[src/logic/sep_pkg.sv]
// constants, types and encodings for the serial eeprom command port
// assumes a 25 MHz core clock that oversamples the host's serial pins
// Contract
// - cycle starts after select rises, start bit first
// - leading zeros ignored, first one is start
// - two opcode bits follow start bit directly
// - eight address bits, low seven select word
// - other commands decode opcode plus top address bits
// - opcode 10 read, 01 write, 11 erase
// - opcode 00: 11 enable, 01 all, 00 disable, 10 eraseall
// - sixteen data bits for write kinds, msb first
// - read sends zero dummy then word msb first
// - read output changes on serial clock rise
// - select fall ends cycle, starts programming
// - writes disabled after power up
// - write enable holds until disable command
// - enable acts only on select falling edge
// - reads ignore write enable state
// - write programs only when enabled
// - busy while programming, new commands refused
// - status low means busy, high ready
// - input sampled on serial clock rise while selected
// - deselected: ignore inputs, output released
// - select rise restarts command decoder
// - ready display cleared by clocked start bit; code also clears it on select fall when not busy
package sep_pkg;

  // core clock rate and programming time
  localparam int CLK_FREQ_MHZ  = 25;
  localparam int PROG_TIME_US  = 15000;                       // program_cycle_time, longest
  localparam int PROG_CYCLES   = PROG_TIME_US * CLK_FREQ_MHZ;  // longest time, exact product, no rounding
  localparam int PROG_CNT_W    = 20;

  // field widths and last-bit counts
  localparam int WORD_W        = 16;
  localparam int ADDR_W        = 8;
  localparam int WORD_ADDR_W   = 7;
  localparam int DEPTH         = 128;
  localparam logic [4:0] LAST_OPC_BIT  = 5'h01;
  localparam logic [4:0] LAST_ADDR_BIT = 5'h07;
  localparam logic [4:0] LAST_DATA_BIT = 5'h0f;
  localparam logic [4:0] CNT_STEP      = 5'h01;
  localparam logic [4:0] CNT_ZERO      = 5'h00;

  // opcode and extended-command encodings
  localparam logic [1:0] OPC_EXT   = 2'h0;
  localparam logic [1:0] OPC_WRITE = 2'h1;
  localparam logic [1:0] OPC_READ  = 2'h2;
  localparam logic [1:0] OPC_ERASE = 2'h3;
  localparam logic [1:0] EXT_WRITE_DISABLE = 2'h0;
  localparam logic [1:0] EXT_WRITE_ALL     = 2'h1;
  localparam logic [1:0] EXT_ERASE_ALL     = 2'h2;
  localparam logic [1:0] EXT_WEN           = 2'h3;

  // data values
  localparam logic [WORD_W-1:0] ERASED_WORD = 16'hffff;
  localparam logic              DUMMY_BIT   = 1'h0;

  // decoder states, one-hot
  typedef enum logic [5:0] {
    ST_IDLE = 6'h01,
    ST_OPC  = 6'h02,
    ST_ADDR = 6'h04,
    ST_DATA = 6'h08,
    ST_READ = 6'h10,
    ST_DONE = 6'h20
  } sep_state_e;

  // decoded operations
  typedef enum logic [2:0] {
    OP_NONE          = 3'h0,
    OP_READ          = 3'h1,
    OP_WRITE         = 3'h2,
    OP_ERASE         = 3'h3,
    OP_WEN           = 3'h4,
    OP_WRITE_DISABLE = 3'h5,
    OP_WRITE_ALL     = 3'h6,
    OP_ERASE_ALL     = 3'h7
  } sep_op_e;

  // host pins as sampled
  typedef struct packed {
    logic cs;
    logic sk;
    logic di;
  } sep_pins_s;

  localparam int PINS_W = 3;

endpackage : sep_pkg

[src/logic/sep_sync.sv]
// two-flop synchroniser, one per bit
// assumes inputs come from outside the core clock domain
`timescale 1ns/1ps
module sep_sync #(
  parameter int W = 3
) (
  // clock and reset
  input  wire logic         clk,
  input  wire logic         rst,
  // asynchronous in, synchronous out
  input  wire logic [W-1:0] async_in,
  output logic      [W-1:0] sync_out
);

  logic [W-1:0] meta_q;

  // first stage feeds only the second stage
  genvar gi;
  for (gi = 0; gi < W; gi++) begin : g_bit
    always_ff @(posedge clk) begin
      if (rst) begin
        meta_q[gi]   <= 1'b0;
        sync_out[gi] <= 1'b0;
      end else begin
        meta_q[gi]   <= async_in[gi];
        sync_out[gi] <= meta_q[gi];
      end
    end
  end

endmodule : sep_sync

[src/logic/sep_cmd_port.sv]
// serial eeprom command port: decoder, 128 x 16 array, program timer
// assumes host pins are asynchronous and the serial clock is much slower than CORE_CLK
`timescale 1ns/1ps
module sep_cmd_port
  import sep_pkg::*;
#(
  parameter int P_PROG_CYCLES = PROG_CYCLES
) (
  // clock and reset
  input  wire logic CORE_CLK,
  input  wire logic SYS_RST,
  // host serial pins
  input  wire logic CS,
  input  wire logic SK,
  input  wire logic DI,
  // serial output pin
  output logic      SDO,
  output logic      SDO_OE
);

  localparam logic [PROG_CNT_W-1:0] PROG_LOAD = PROG_CNT_W'(P_PROG_CYCLES);
  localparam logic [PROG_CNT_W-1:0] PROG_ONE  = PROG_CNT_W'(1);

  sep_pins_s                 pins;
  logic                      cs_p_q, sk_p_q;
  logic                      cs_rise, cs_fall, sk_rise;
  sep_state_e                state_q, state_d;
  logic [4:0]                cnt_q, cnt_d;
  logic [1:0]                opc_q, opc_d;
  logic [ADDR_W-1:0]         addr_q, addr_d, new_addr;
  logic [WORD_W-1:0]         data_q, data_d, new_data;
  logic [WORD_W-1:0]         shout_q, shout_d;
  sep_op_e                   cmd_op_q, cmd_op_d, dec_op;
  logic                      wen_q, wen_d;
  logic                      busy_q, busy_d;
  logic                      ready_q, ready_d;
  logic [PROG_CNT_W-1:0]     prog_cnt_q, prog_cnt_d;
  sep_op_e                   prog_op_q, prog_op_d;
  logic [WORD_ADDR_W-1:0]    prog_addr_q, prog_addr_d;
  logic [WORD_W-1:0]         prog_data_q, prog_data_d;
  logic                      sdo_d, sdo_oe_d;
  logic                      commit, prog_all;
  logic [WORD_W-1:0]         prog_word;
  logic [WORD_W-1:0]         mem [DEPTH];

  // every host pin passes two flops before use
  sep_sync #(.W(PINS_W)) u_sync (
    .clk      (CORE_CLK),
    .rst      (SYS_RST),
    .async_in ({CS, SK, DI}),
    .sync_out (pins)
  );

  // edge detect on the synchronised levels
  always_ff @(posedge CORE_CLK) begin
    if (SYS_RST) begin
      cs_p_q <= 1'b0;
      sk_p_q <= 1'b0;
    end else begin
      cs_p_q <= pins.cs;
      sk_p_q <= pins.sk;
    end
  end

  assign cs_rise = pins.cs & ~cs_p_q;
  assign cs_fall = ~pins.cs & cs_p_q;
  assign sk_rise = pins.sk & ~sk_p_q;

  // opcode plus top address bits to an operation
  function automatic sep_op_e decode(input logic [1:0] opc, input logic [1:0] hi);
    sep_op_e op;
    op = OP_NONE;
    case (opc)
      OPC_READ:  op = OP_READ;
      OPC_WRITE: op = OP_WRITE;
      OPC_ERASE: op = OP_ERASE;
      default: begin
        case (hi)
          EXT_WEN:           op = OP_WEN;
          EXT_WRITE_ALL:     op = OP_WRITE_ALL;
          EXT_WRITE_DISABLE: op = OP_WRITE_DISABLE;
          default:           op = OP_ERASE_ALL;
        endcase
      end
    endcase
    return op;
  endfunction : decode

  assign new_addr = {addr_q[ADDR_W-2:0], pins.di};
  assign new_data = {data_q[WORD_W-2:0], pins.di};   // msb arrives first
  assign dec_op   = decode(opc_q, new_addr[ADDR_W-1:ADDR_W-2]);

  // next state of decoder, write enable, program timer and output
  always_comb begin
    state_d     = state_q;
    cnt_d       = cnt_q;
    opc_d       = opc_q;
    addr_d      = addr_q;
    data_d      = data_q;
    shout_d     = shout_q;
    cmd_op_d    = cmd_op_q;
    wen_d       = wen_q;
    busy_d      = busy_q;
    ready_d     = ready_q;
    prog_cnt_d  = prog_cnt_q;
    prog_op_d   = prog_op_q;
    prog_addr_d = prog_addr_q;
    prog_data_d = prog_data_q;
    sdo_d       = SDO;
    sdo_oe_d    = 1'b0;
    commit      = 1'b0;
    // self-timed programming runs regardless of the pins
    if (busy_q) begin
      if (prog_cnt_q == PROG_ONE) begin
        busy_d  = 1'b0;
        ready_d = 1'b1;
        commit  = 1'b1;
      end else begin
        prog_cnt_d = prog_cnt_q - PROG_ONE;
      end
    end
    if (cs_fall) begin
      state_d = ST_IDLE;
      if (!busy_q) begin
        ready_d = 1'b0;
      end
      // non-read commands act only when select falls after a complete frame
      if (state_q == ST_DONE) begin
        case (cmd_op_q)
          OP_WEN: wen_d = 1'b1;
          OP_WRITE_DISABLE: wen_d = 1'b0;
          OP_WRITE, OP_ERASE, OP_WRITE_ALL, OP_ERASE_ALL: begin
            if (wen_q) begin
              busy_d      = 1'b1;
              prog_cnt_d  = PROG_LOAD;
              prog_op_d   = cmd_op_q;
              prog_addr_d = addr_q[WORD_ADDR_W-1:0];
              prog_data_d = data_q;
            end
          end
          default: ;
        endcase
      end
    end else if (cs_rise) begin
      state_d = ST_IDLE;
      cnt_d   = CNT_ZERO;
    end else if (pins.cs && sk_rise) begin
      case (state_q)
        ST_IDLE: begin
          // zeros before the start bit fall through; busy refuses it
          if (pins.di && !busy_q) begin
            state_d = ST_OPC;
            cnt_d   = CNT_ZERO;
            ready_d = 1'b0;
          end
        end
        ST_OPC: begin
          opc_d = {opc_q[0], pins.di};
          if (cnt_q == LAST_OPC_BIT) begin
            state_d = ST_ADDR;
            cnt_d   = CNT_ZERO;
          end else begin
            cnt_d = cnt_q + CNT_STEP;
          end
        end
        ST_ADDR: begin
          addr_d = new_addr;
          if (cnt_q == LAST_ADDR_BIT) begin
            cmd_op_d = dec_op;
            cnt_d    = CNT_ZERO;
            if (dec_op == OP_READ) begin
              // top address bit dropped, enable not consulted
              state_d = ST_READ;
              shout_d = mem[new_addr[WORD_ADDR_W-1:0]];
              sdo_d   = DUMMY_BIT;
            end else if (dec_op == OP_WRITE || dec_op == OP_WRITE_ALL) begin
              state_d = ST_DATA;
            end else begin
              state_d = ST_DONE;
            end
          end else begin
            cnt_d = cnt_q + CNT_STEP;
          end
        end
        ST_DATA: begin
          data_d = new_data;
          if (cnt_q == LAST_DATA_BIT) begin
            state_d = ST_DONE;
          end else begin
            cnt_d = cnt_q + CNT_STEP;
          end
        end
        ST_READ: begin
          sdo_d   = shout_q[WORD_W-1];
          shout_d = {shout_q[WORD_W-2:0], 1'b0};
        end
        ST_DONE: ;                            // extra clocks are ignored
        default: state_d = ST_IDLE;
      endcase
    end
    // output enable: read data first, then status, else released
    if (!pins.cs) begin
      sdo_oe_d = 1'b0;
    end else if (state_d == ST_READ) begin
      sdo_oe_d = 1'b1;
    end else if (busy_q || ready_q) begin
      sdo_oe_d = 1'b1;
      sdo_d    = ~busy_q;
    end else begin
      sdo_oe_d = 1'b0;
    end
  end

  // register all command-port state
  always_ff @(posedge CORE_CLK) begin
    if (SYS_RST) begin
      state_q     <= ST_IDLE;
      cnt_q       <= CNT_ZERO;
      opc_q       <= OPC_EXT;
      addr_q      <= '0;
      data_q      <= '0;
      shout_q     <= '0;
      cmd_op_q    <= OP_NONE;
      wen_q       <= 1'b0;
      busy_q      <= 1'b0;
      ready_q     <= 1'b0;
      prog_cnt_q  <= '0;
      prog_op_q   <= OP_NONE;
      prog_addr_q <= '0;
      prog_data_q <= '0;
      SDO         <= 1'b0;
      SDO_OE      <= 1'b0;
    end else begin
      state_q     <= state_d;
      cnt_q       <= cnt_d;
      opc_q       <= opc_d;
      addr_q      <= addr_d;
      data_q      <= data_d;
      shout_q     <= shout_d;
      cmd_op_q    <= cmd_op_d;
      wen_q       <= wen_d;
      busy_q      <= busy_d;
      ready_q     <= ready_d;
      prog_cnt_q  <= prog_cnt_d;
      prog_op_q   <= prog_op_d;
      prog_addr_q <= prog_addr_d;
      prog_data_q <= prog_data_d;
      SDO         <= sdo_d;
      SDO_OE      <= sdo_oe_d;
    end
  end

  // array update at the end of the program time
  assign prog_all  = (prog_op_q == OP_WRITE_ALL) || (prog_op_q == OP_ERASE_ALL);
  assign prog_word = (prog_op_q == OP_WRITE || prog_op_q == OP_WRITE_ALL) ? prog_data_q : ERASED_WORD;

  // array words are nonvolatile: no reset
  genvar gi;
  for (gi = 0; gi < DEPTH; gi++) begin : g_word
    always_ff @(posedge CORE_CLK) begin
      if (commit && (prog_all || prog_addr_q == WORD_ADDR_W'(gi))) begin
        mem[gi] <= prog_word;
      end
    end
  end

  // checks
  a_oe_when_deselected: assert property (@(posedge CORE_CLK) disable iff (SYS_RST)
    !pins.cs |=> !SDO_OE) else $error("output driven while deselected");

  a_status_shows_busy: assert property (@(posedge CORE_CLK) disable iff (SYS_RST)
    pins.cs && busy_q && state_d != ST_READ |=> SDO_OE && !SDO) else $error("busy status not low");

  a_wen_after_reset: assert property (@(posedge CORE_CLK)
    SYS_RST |=> !wen_q) else $error("write enable set after reset");

  a_wen_set_on_fall: assert property (@(posedge CORE_CLK) disable iff (SYS_RST)
    $rose(wen_q) |-> $past(cs_fall) && $past(cmd_op_q) == OP_WEN) else $error("enable set outside select fall");

  a_wen_holds_set: assert property (@(posedge CORE_CLK) disable iff (SYS_RST)
    wen_q && !(cs_fall && state_q == ST_DONE && cmd_op_q == OP_WRITE_DISABLE) |=> wen_q) else $error("enable lost");

  a_locked_no_busy: assert property (@(posedge CORE_CLK) disable iff (SYS_RST)
    cs_fall && state_q == ST_DONE && !wen_q && !busy_q |=> !busy_q) else $error("program while disabled");

  a_prog_starts: assert property (@(posedge CORE_CLK) disable iff (SYS_RST)
    cs_fall && state_q == ST_DONE && wen_q && cmd_op_q inside {OP_WRITE, OP_ERASE, OP_WRITE_ALL, OP_ERASE_ALL}
    |=> busy_q ##0 prog_cnt_q == PROG_LOAD) else $error("program not started");

  a_busy_refuses: assert property (@(posedge CORE_CLK) disable iff (SYS_RST)
    busy_q && state_q == ST_IDLE |=> state_q == ST_IDLE) else $error("command accepted while busy");

  a_dummy_bit_first: assert property (@(posedge CORE_CLK) disable iff (SYS_RST)
    pins.cs && sk_rise && !cs_fall && !cs_rise && state_q == ST_ADDR && cnt_q == LAST_ADDR_BIT
    && dec_op == OP_READ |=> SDO_OE && SDO == DUMMY_BIT) else $error("dummy bit missing");

  a_sdo_on_sk_rise: assert property (@(posedge CORE_CLK) disable iff (SYS_RST)
    state_q == ST_READ && $past(state_q) == ST_READ && $changed(SDO) |-> $past(sk_rise))
    else $error("read data changed off clock rise");

  a_ready_cleared: assert property (@(posedge CORE_CLK) disable iff (SYS_RST)
    pins.cs && sk_rise && !cs_rise && ready_q && !busy_q && state_q == ST_IDLE && pins.di |=> !ready_q)
    else $error("ready not cleared by start bit");

endmodule : sep_cmd_port

[config.mk]
export PLATFORM = sky130hd
export DESIGN_NAME = sep_cmd_port
export DESIGN_NICKNAME = d
export VERILOG_FILES = /design/src/logic/sep_pkg.sv /design/src/logic/sep_sync.sv /design/src/logic/sep_cmd_port.sv
export SDC_FILE = /design/constraint.sdc
export NUM_CORES = 2
export LEC_CHECK = 0
export ABC_AREA = 1
export ABC_CLOCK_PERIOD_IN_PS = 6000
export BUFFER_PORTS_ARGS = -buffer_cell sky130_fd_sc_hd__buf_2
export CAP_MARGIN = 20
export CORE_MARGIN = 2
export CORE_UTILIZATION = 38
export CTS_BUF_LIST = sky130_fd_sc_hd__clkbuf_8
export DETAILED_ROUTE_END_ITERATION = 7
export HOLD_SLACK_MARGIN = 0.12
export PLACE_DENSITY = 0.56
export SETUP_SLACK_MARGIN = 0.2
export SYNTH_ARGS = -nofsm -noshare
export SYNTH_HDL_FRONTEND = slang
export SYNTH_SLANG_ARGS = --single-unit
[constraint.sdc]
create_clock -name CORE_CLK -period 6 [get_ports CORE_CLK]
set_input_delay 0.9 -clock CORE_CLK [delete_from_list [all_inputs] [get_ports CORE_CLK]]
set_output_delay 0.9 -clock CORE_CLK [all_outputs]
set_load 0.05 [all_outputs]
==> run_results.csv <==
group,metric,value,unit
logic_synthesis,synth_common_cells,"nand2_1 (2,149), edfxtp_1 (2,048), nand3_1 (2,014), nor2_1 (260), buf_2 (257)",
sta,finClkSkew,0.0923,ns
sta,post-route-period-util,64.5,%
floorplanning,rows,176,
logic_synthesis,synthArstFlopShare,0,%
sta,final-setup-viol-count,0,
clocking,clk_path_buf_depth,4,
routing,wirelength,265,mm
logic_synthesis,syn_nets,7641,
power_and_ir_drop,powerDensity,292,nW/um2
worst_setup_path,critPathMaxFanout,123,
finish,area_growth,11.8,%
routing,drtIter0Drc,7240,
global_routing,grt_pass1_wl,388,mm
global_routing,grt-busiest-layer,"met2",
power_and_ir_drop,seq_power_share,56.7,%
routing,firstDrtPassIters,5,
worst_setup_path,cp_cell_sequence,"buf_4, buf_12, nand3_1, nand3_1, nand3_1, nand3_1, nand3_1, nand3_1, nand2_1, nand2_1, a21oi_1",
power_and_ir_drop,p_leak,33.8,nW
routing,drc,0,
placed_design,io_buffers,6,
power_and_ir_drop,power_frac_clock,41.5,%
sta,maxSlewHeadroom,19.8,%
finish,regArea,63800,um2
routing,wl_per_cell,24.0,um
power_and_ir_drop,power.internal,22.4,mW
logic_synthesis,ys_ff_latch,2162,
routing,drt-vias-per-instance,5.47,
worst_setup_path,path_class,"register to register",
global_routing,grt_pass1_vias,57500,
global_routing,grt_antenna_before_repair,10,
clocking,clock_latency,1.09,ns
clocking,cts_tree,"yes",
logic_synthesis,yosys_warnings,0,
logic_synthesis,ys.flop_type,"edfxtp_1",
clocking,ctsHtreeMaxLevel,5,
placed_design,gp_congestion,0.875,
logic_synthesis,synth.cell_area,87800,um2
clocking,cts_made_buffers,373,
sta,rsz0062_at_grt,"false",
finish,n_fill_cell,21500,
clocking,cts.sinks,2162,
finish,layout-drive-gt1-share,8.96,%
finish,post-route-util,42.7,%
global_routing,grt_use_total,22.0,%
clocking,ctsResizeCount,0,
clocking,path_clk_slew,0.06,ns
finish,multi_input_area,21500,um2
sta,timing.hold.ws,0.355,ns
min_path,min_path_type,"input pin to register",
clocking,cts-root-buf,"clkbuf_8",
logic_synthesis,yosysUniqueCellTypes,34,
floorplanning,die_height,485,um
floorplanning,die_w,485,um
sta,final_hold_viol_count,0,
routing,vias,60400,
finish,nets,7737,
sta,final.setup.tns,0,ns
floorplanning,start_util,38.2,%
floorplanning,io-pin-count,7,
worst_setup_path,slowest_delay,0.79,ns
global_routing,use_met2,33.9,%
logic_synthesis,synth_edf_count,2048,
sta,clock.fmax,0.259,GHz
power_and_ir_drop,ir_drop,0.000181,V
logic_synthesis,synth_top_area_share,70.0,%
worst_setup_path,crit_top_cell,"nand3_1",
sta,tightest_slew,1.20,ns
worst_setup_path,worst_setup_path_end_kind,"register",
global_routing,grt_max_degree,176,
worst_setup_path,crit_path_top_delay_cell,"dfxtp_4",
global_routing,use_met1,30.9,%
floorplanning,core_area,230000,um2
worst_setup_path,worstPathArrival,4.81,ns
global_routing,gr-total-overflow,0,
logic_synthesis,ys_seq_area_share,72.6,%
global_routing,use_met3,4.25,%
floorplanning,die_area,235000,um2
sta,drv_slew,0,
power_and_ir_drop,pwr-share-comb,1.8,%
logic_synthesis,yosysMostFrequentCell,"nand2_1",
placed_design,dp_hpwl,140,mm
worst_setup_path,start_kind,"register",
routing,ant_nets,0,
logic_synthesis,synth_cells,7627,
power_and_ir_drop,switching_power,6.25,mW
logic_synthesis,synthTopCellsByArea,"edfxtp_1 (70%), nand3_1 (11%), nand2_1 (9.2%), dfxtp_1 (2.6%), buf_2 (1.5%)",
worst_setup_path,required,6.94,ns
logic_synthesis,synth_area_per_cell,11.5,um2
power_and_ir_drop,swShare,21.8,%
logic_synthesis,yosys.area.top_type,"edfxtp_1",
sta,period_needed,3.87,ns
flow_run,drv_cap,0,
outcome,status,"finished, final reports clean",
-- cell families (layout without fill, tap and decap cells) --
group / count (synthesis) / count (layout) / synth area share [%]
xor+xnor: 5 / 5 / 0.0499
buf+inv: 635 / 1000 / 3.12
fa+ha+maj: 9 / 9 / 0.128
simple gates: 4458 / 4458 / 22.0
flops: 2162 / 2162 / 72.6
other cells: 0 / 8 / 0
compound gates: 358 / 358 / 2.08
-- metrics by stage --
step                      area [um2]  total power, mW  cells  setup slack (ns)
after global routing           98200             29.6  11000              2.07
after floorplan                87800             16.9   7627              3.16
after CTS                      98000             28.9  11000              2.26
after global placement         91500             17.1  10400              2.25
after detailed placement       91600             17.1  10400              2.28
final                          98200             28.7  11000              2.13
-- path summary, 6_finish.rpt --
check | startpoint | endpoint | slack (ns) | cells after the start
max reg2reg | addr_q[0] | shout_q[5] | 2.13 | 11
min | SYS_RST | u_sync.sync_out[1] | 0.36 | 3
max | addr_q[0] | shout_q[5] | 2.13 | 11
min reg2reg | u_sync.meta_q[1] | u_sync.sync_out[1] | 0.40 | 2
-- cell type report --
type / instances / area share, %
diodes: 8 / 0.0204
clock buffers: 390 / 5.47
repair buffers: 233 / 2.18
multi-input cells: 4830 / 21.9
inverters: 123 / 0.503
clock inverters: 254 / 1.08
well taps: 3026 / 3.86
flip-flops and latches: 2162 / 65.0
-- routing by layer --
metal  part of all wire, %  up-vias  wire (um)
li1                      -    27300          -
met1                    42    29700     112000
met2                    45     2799     119000
met3                   9.1      530      24000
met4                   3.5        0       9370
met5                     0        -          0
-- layout by cell type (no fill, tap or decap), types with 8 or more instances in the layout --
cell type  count
nand2_1     2133
edfxtp_1    2048
nand3_1     2014
clkbuf_8     391
inv_1        260
a21oi_1      238
nor2_1       233
buf_4        189
dfxtp_1      109
o21ai_0      101
clkinv_1      79
nor2_2        27
buf_12        24
clkinv_2      20
nor3_1        17
nand2_4       16
ha_1           9
buf_8          9
diode_2        8
-- critical path: cells and delay by family (launching register included) --
family                 cells  cell delay (ns)
buffers and inverters      2             1.03
AND/OR/NAND/NOR            8             1.56
AO/OA/AOI/OAI              1             0.06
flip-flops                 1             0.79
-- sequential cells by signal (all words and copies together), names as in the netlist, 6 cells and up --
name,flops
mem,2048
prog_cnt_q,20
data_q,16
prog_data_q,16
shout_q,16
addr_q,7
prog_addr_q,7
state_q,6
-- power by group through the flow --
stage | combinational, mW | clock, mW | sequential (mW)
after floorplan | 0.360 | 0 | 16.6
after global placement | 0.500 | 0 | 16.6
after detailed placement | 0.502 | 0 | 16.6
after CTS | 0.506 | 12.1 | 16.3
after global routing | 0.563 | 12.8 | 16.3
final | 0.508 | 11.9 | 16.3
-- repair_timing --
action / 4_1_cts / 5_1_grt
setup buffers: 0 / 0
setup endpoints to repair: 0 / 0
endpoints found under the hold margin: 3 / 0
hold buffers: 3 / 0
No activity file was read; power rests on OpenSTA's default activity.
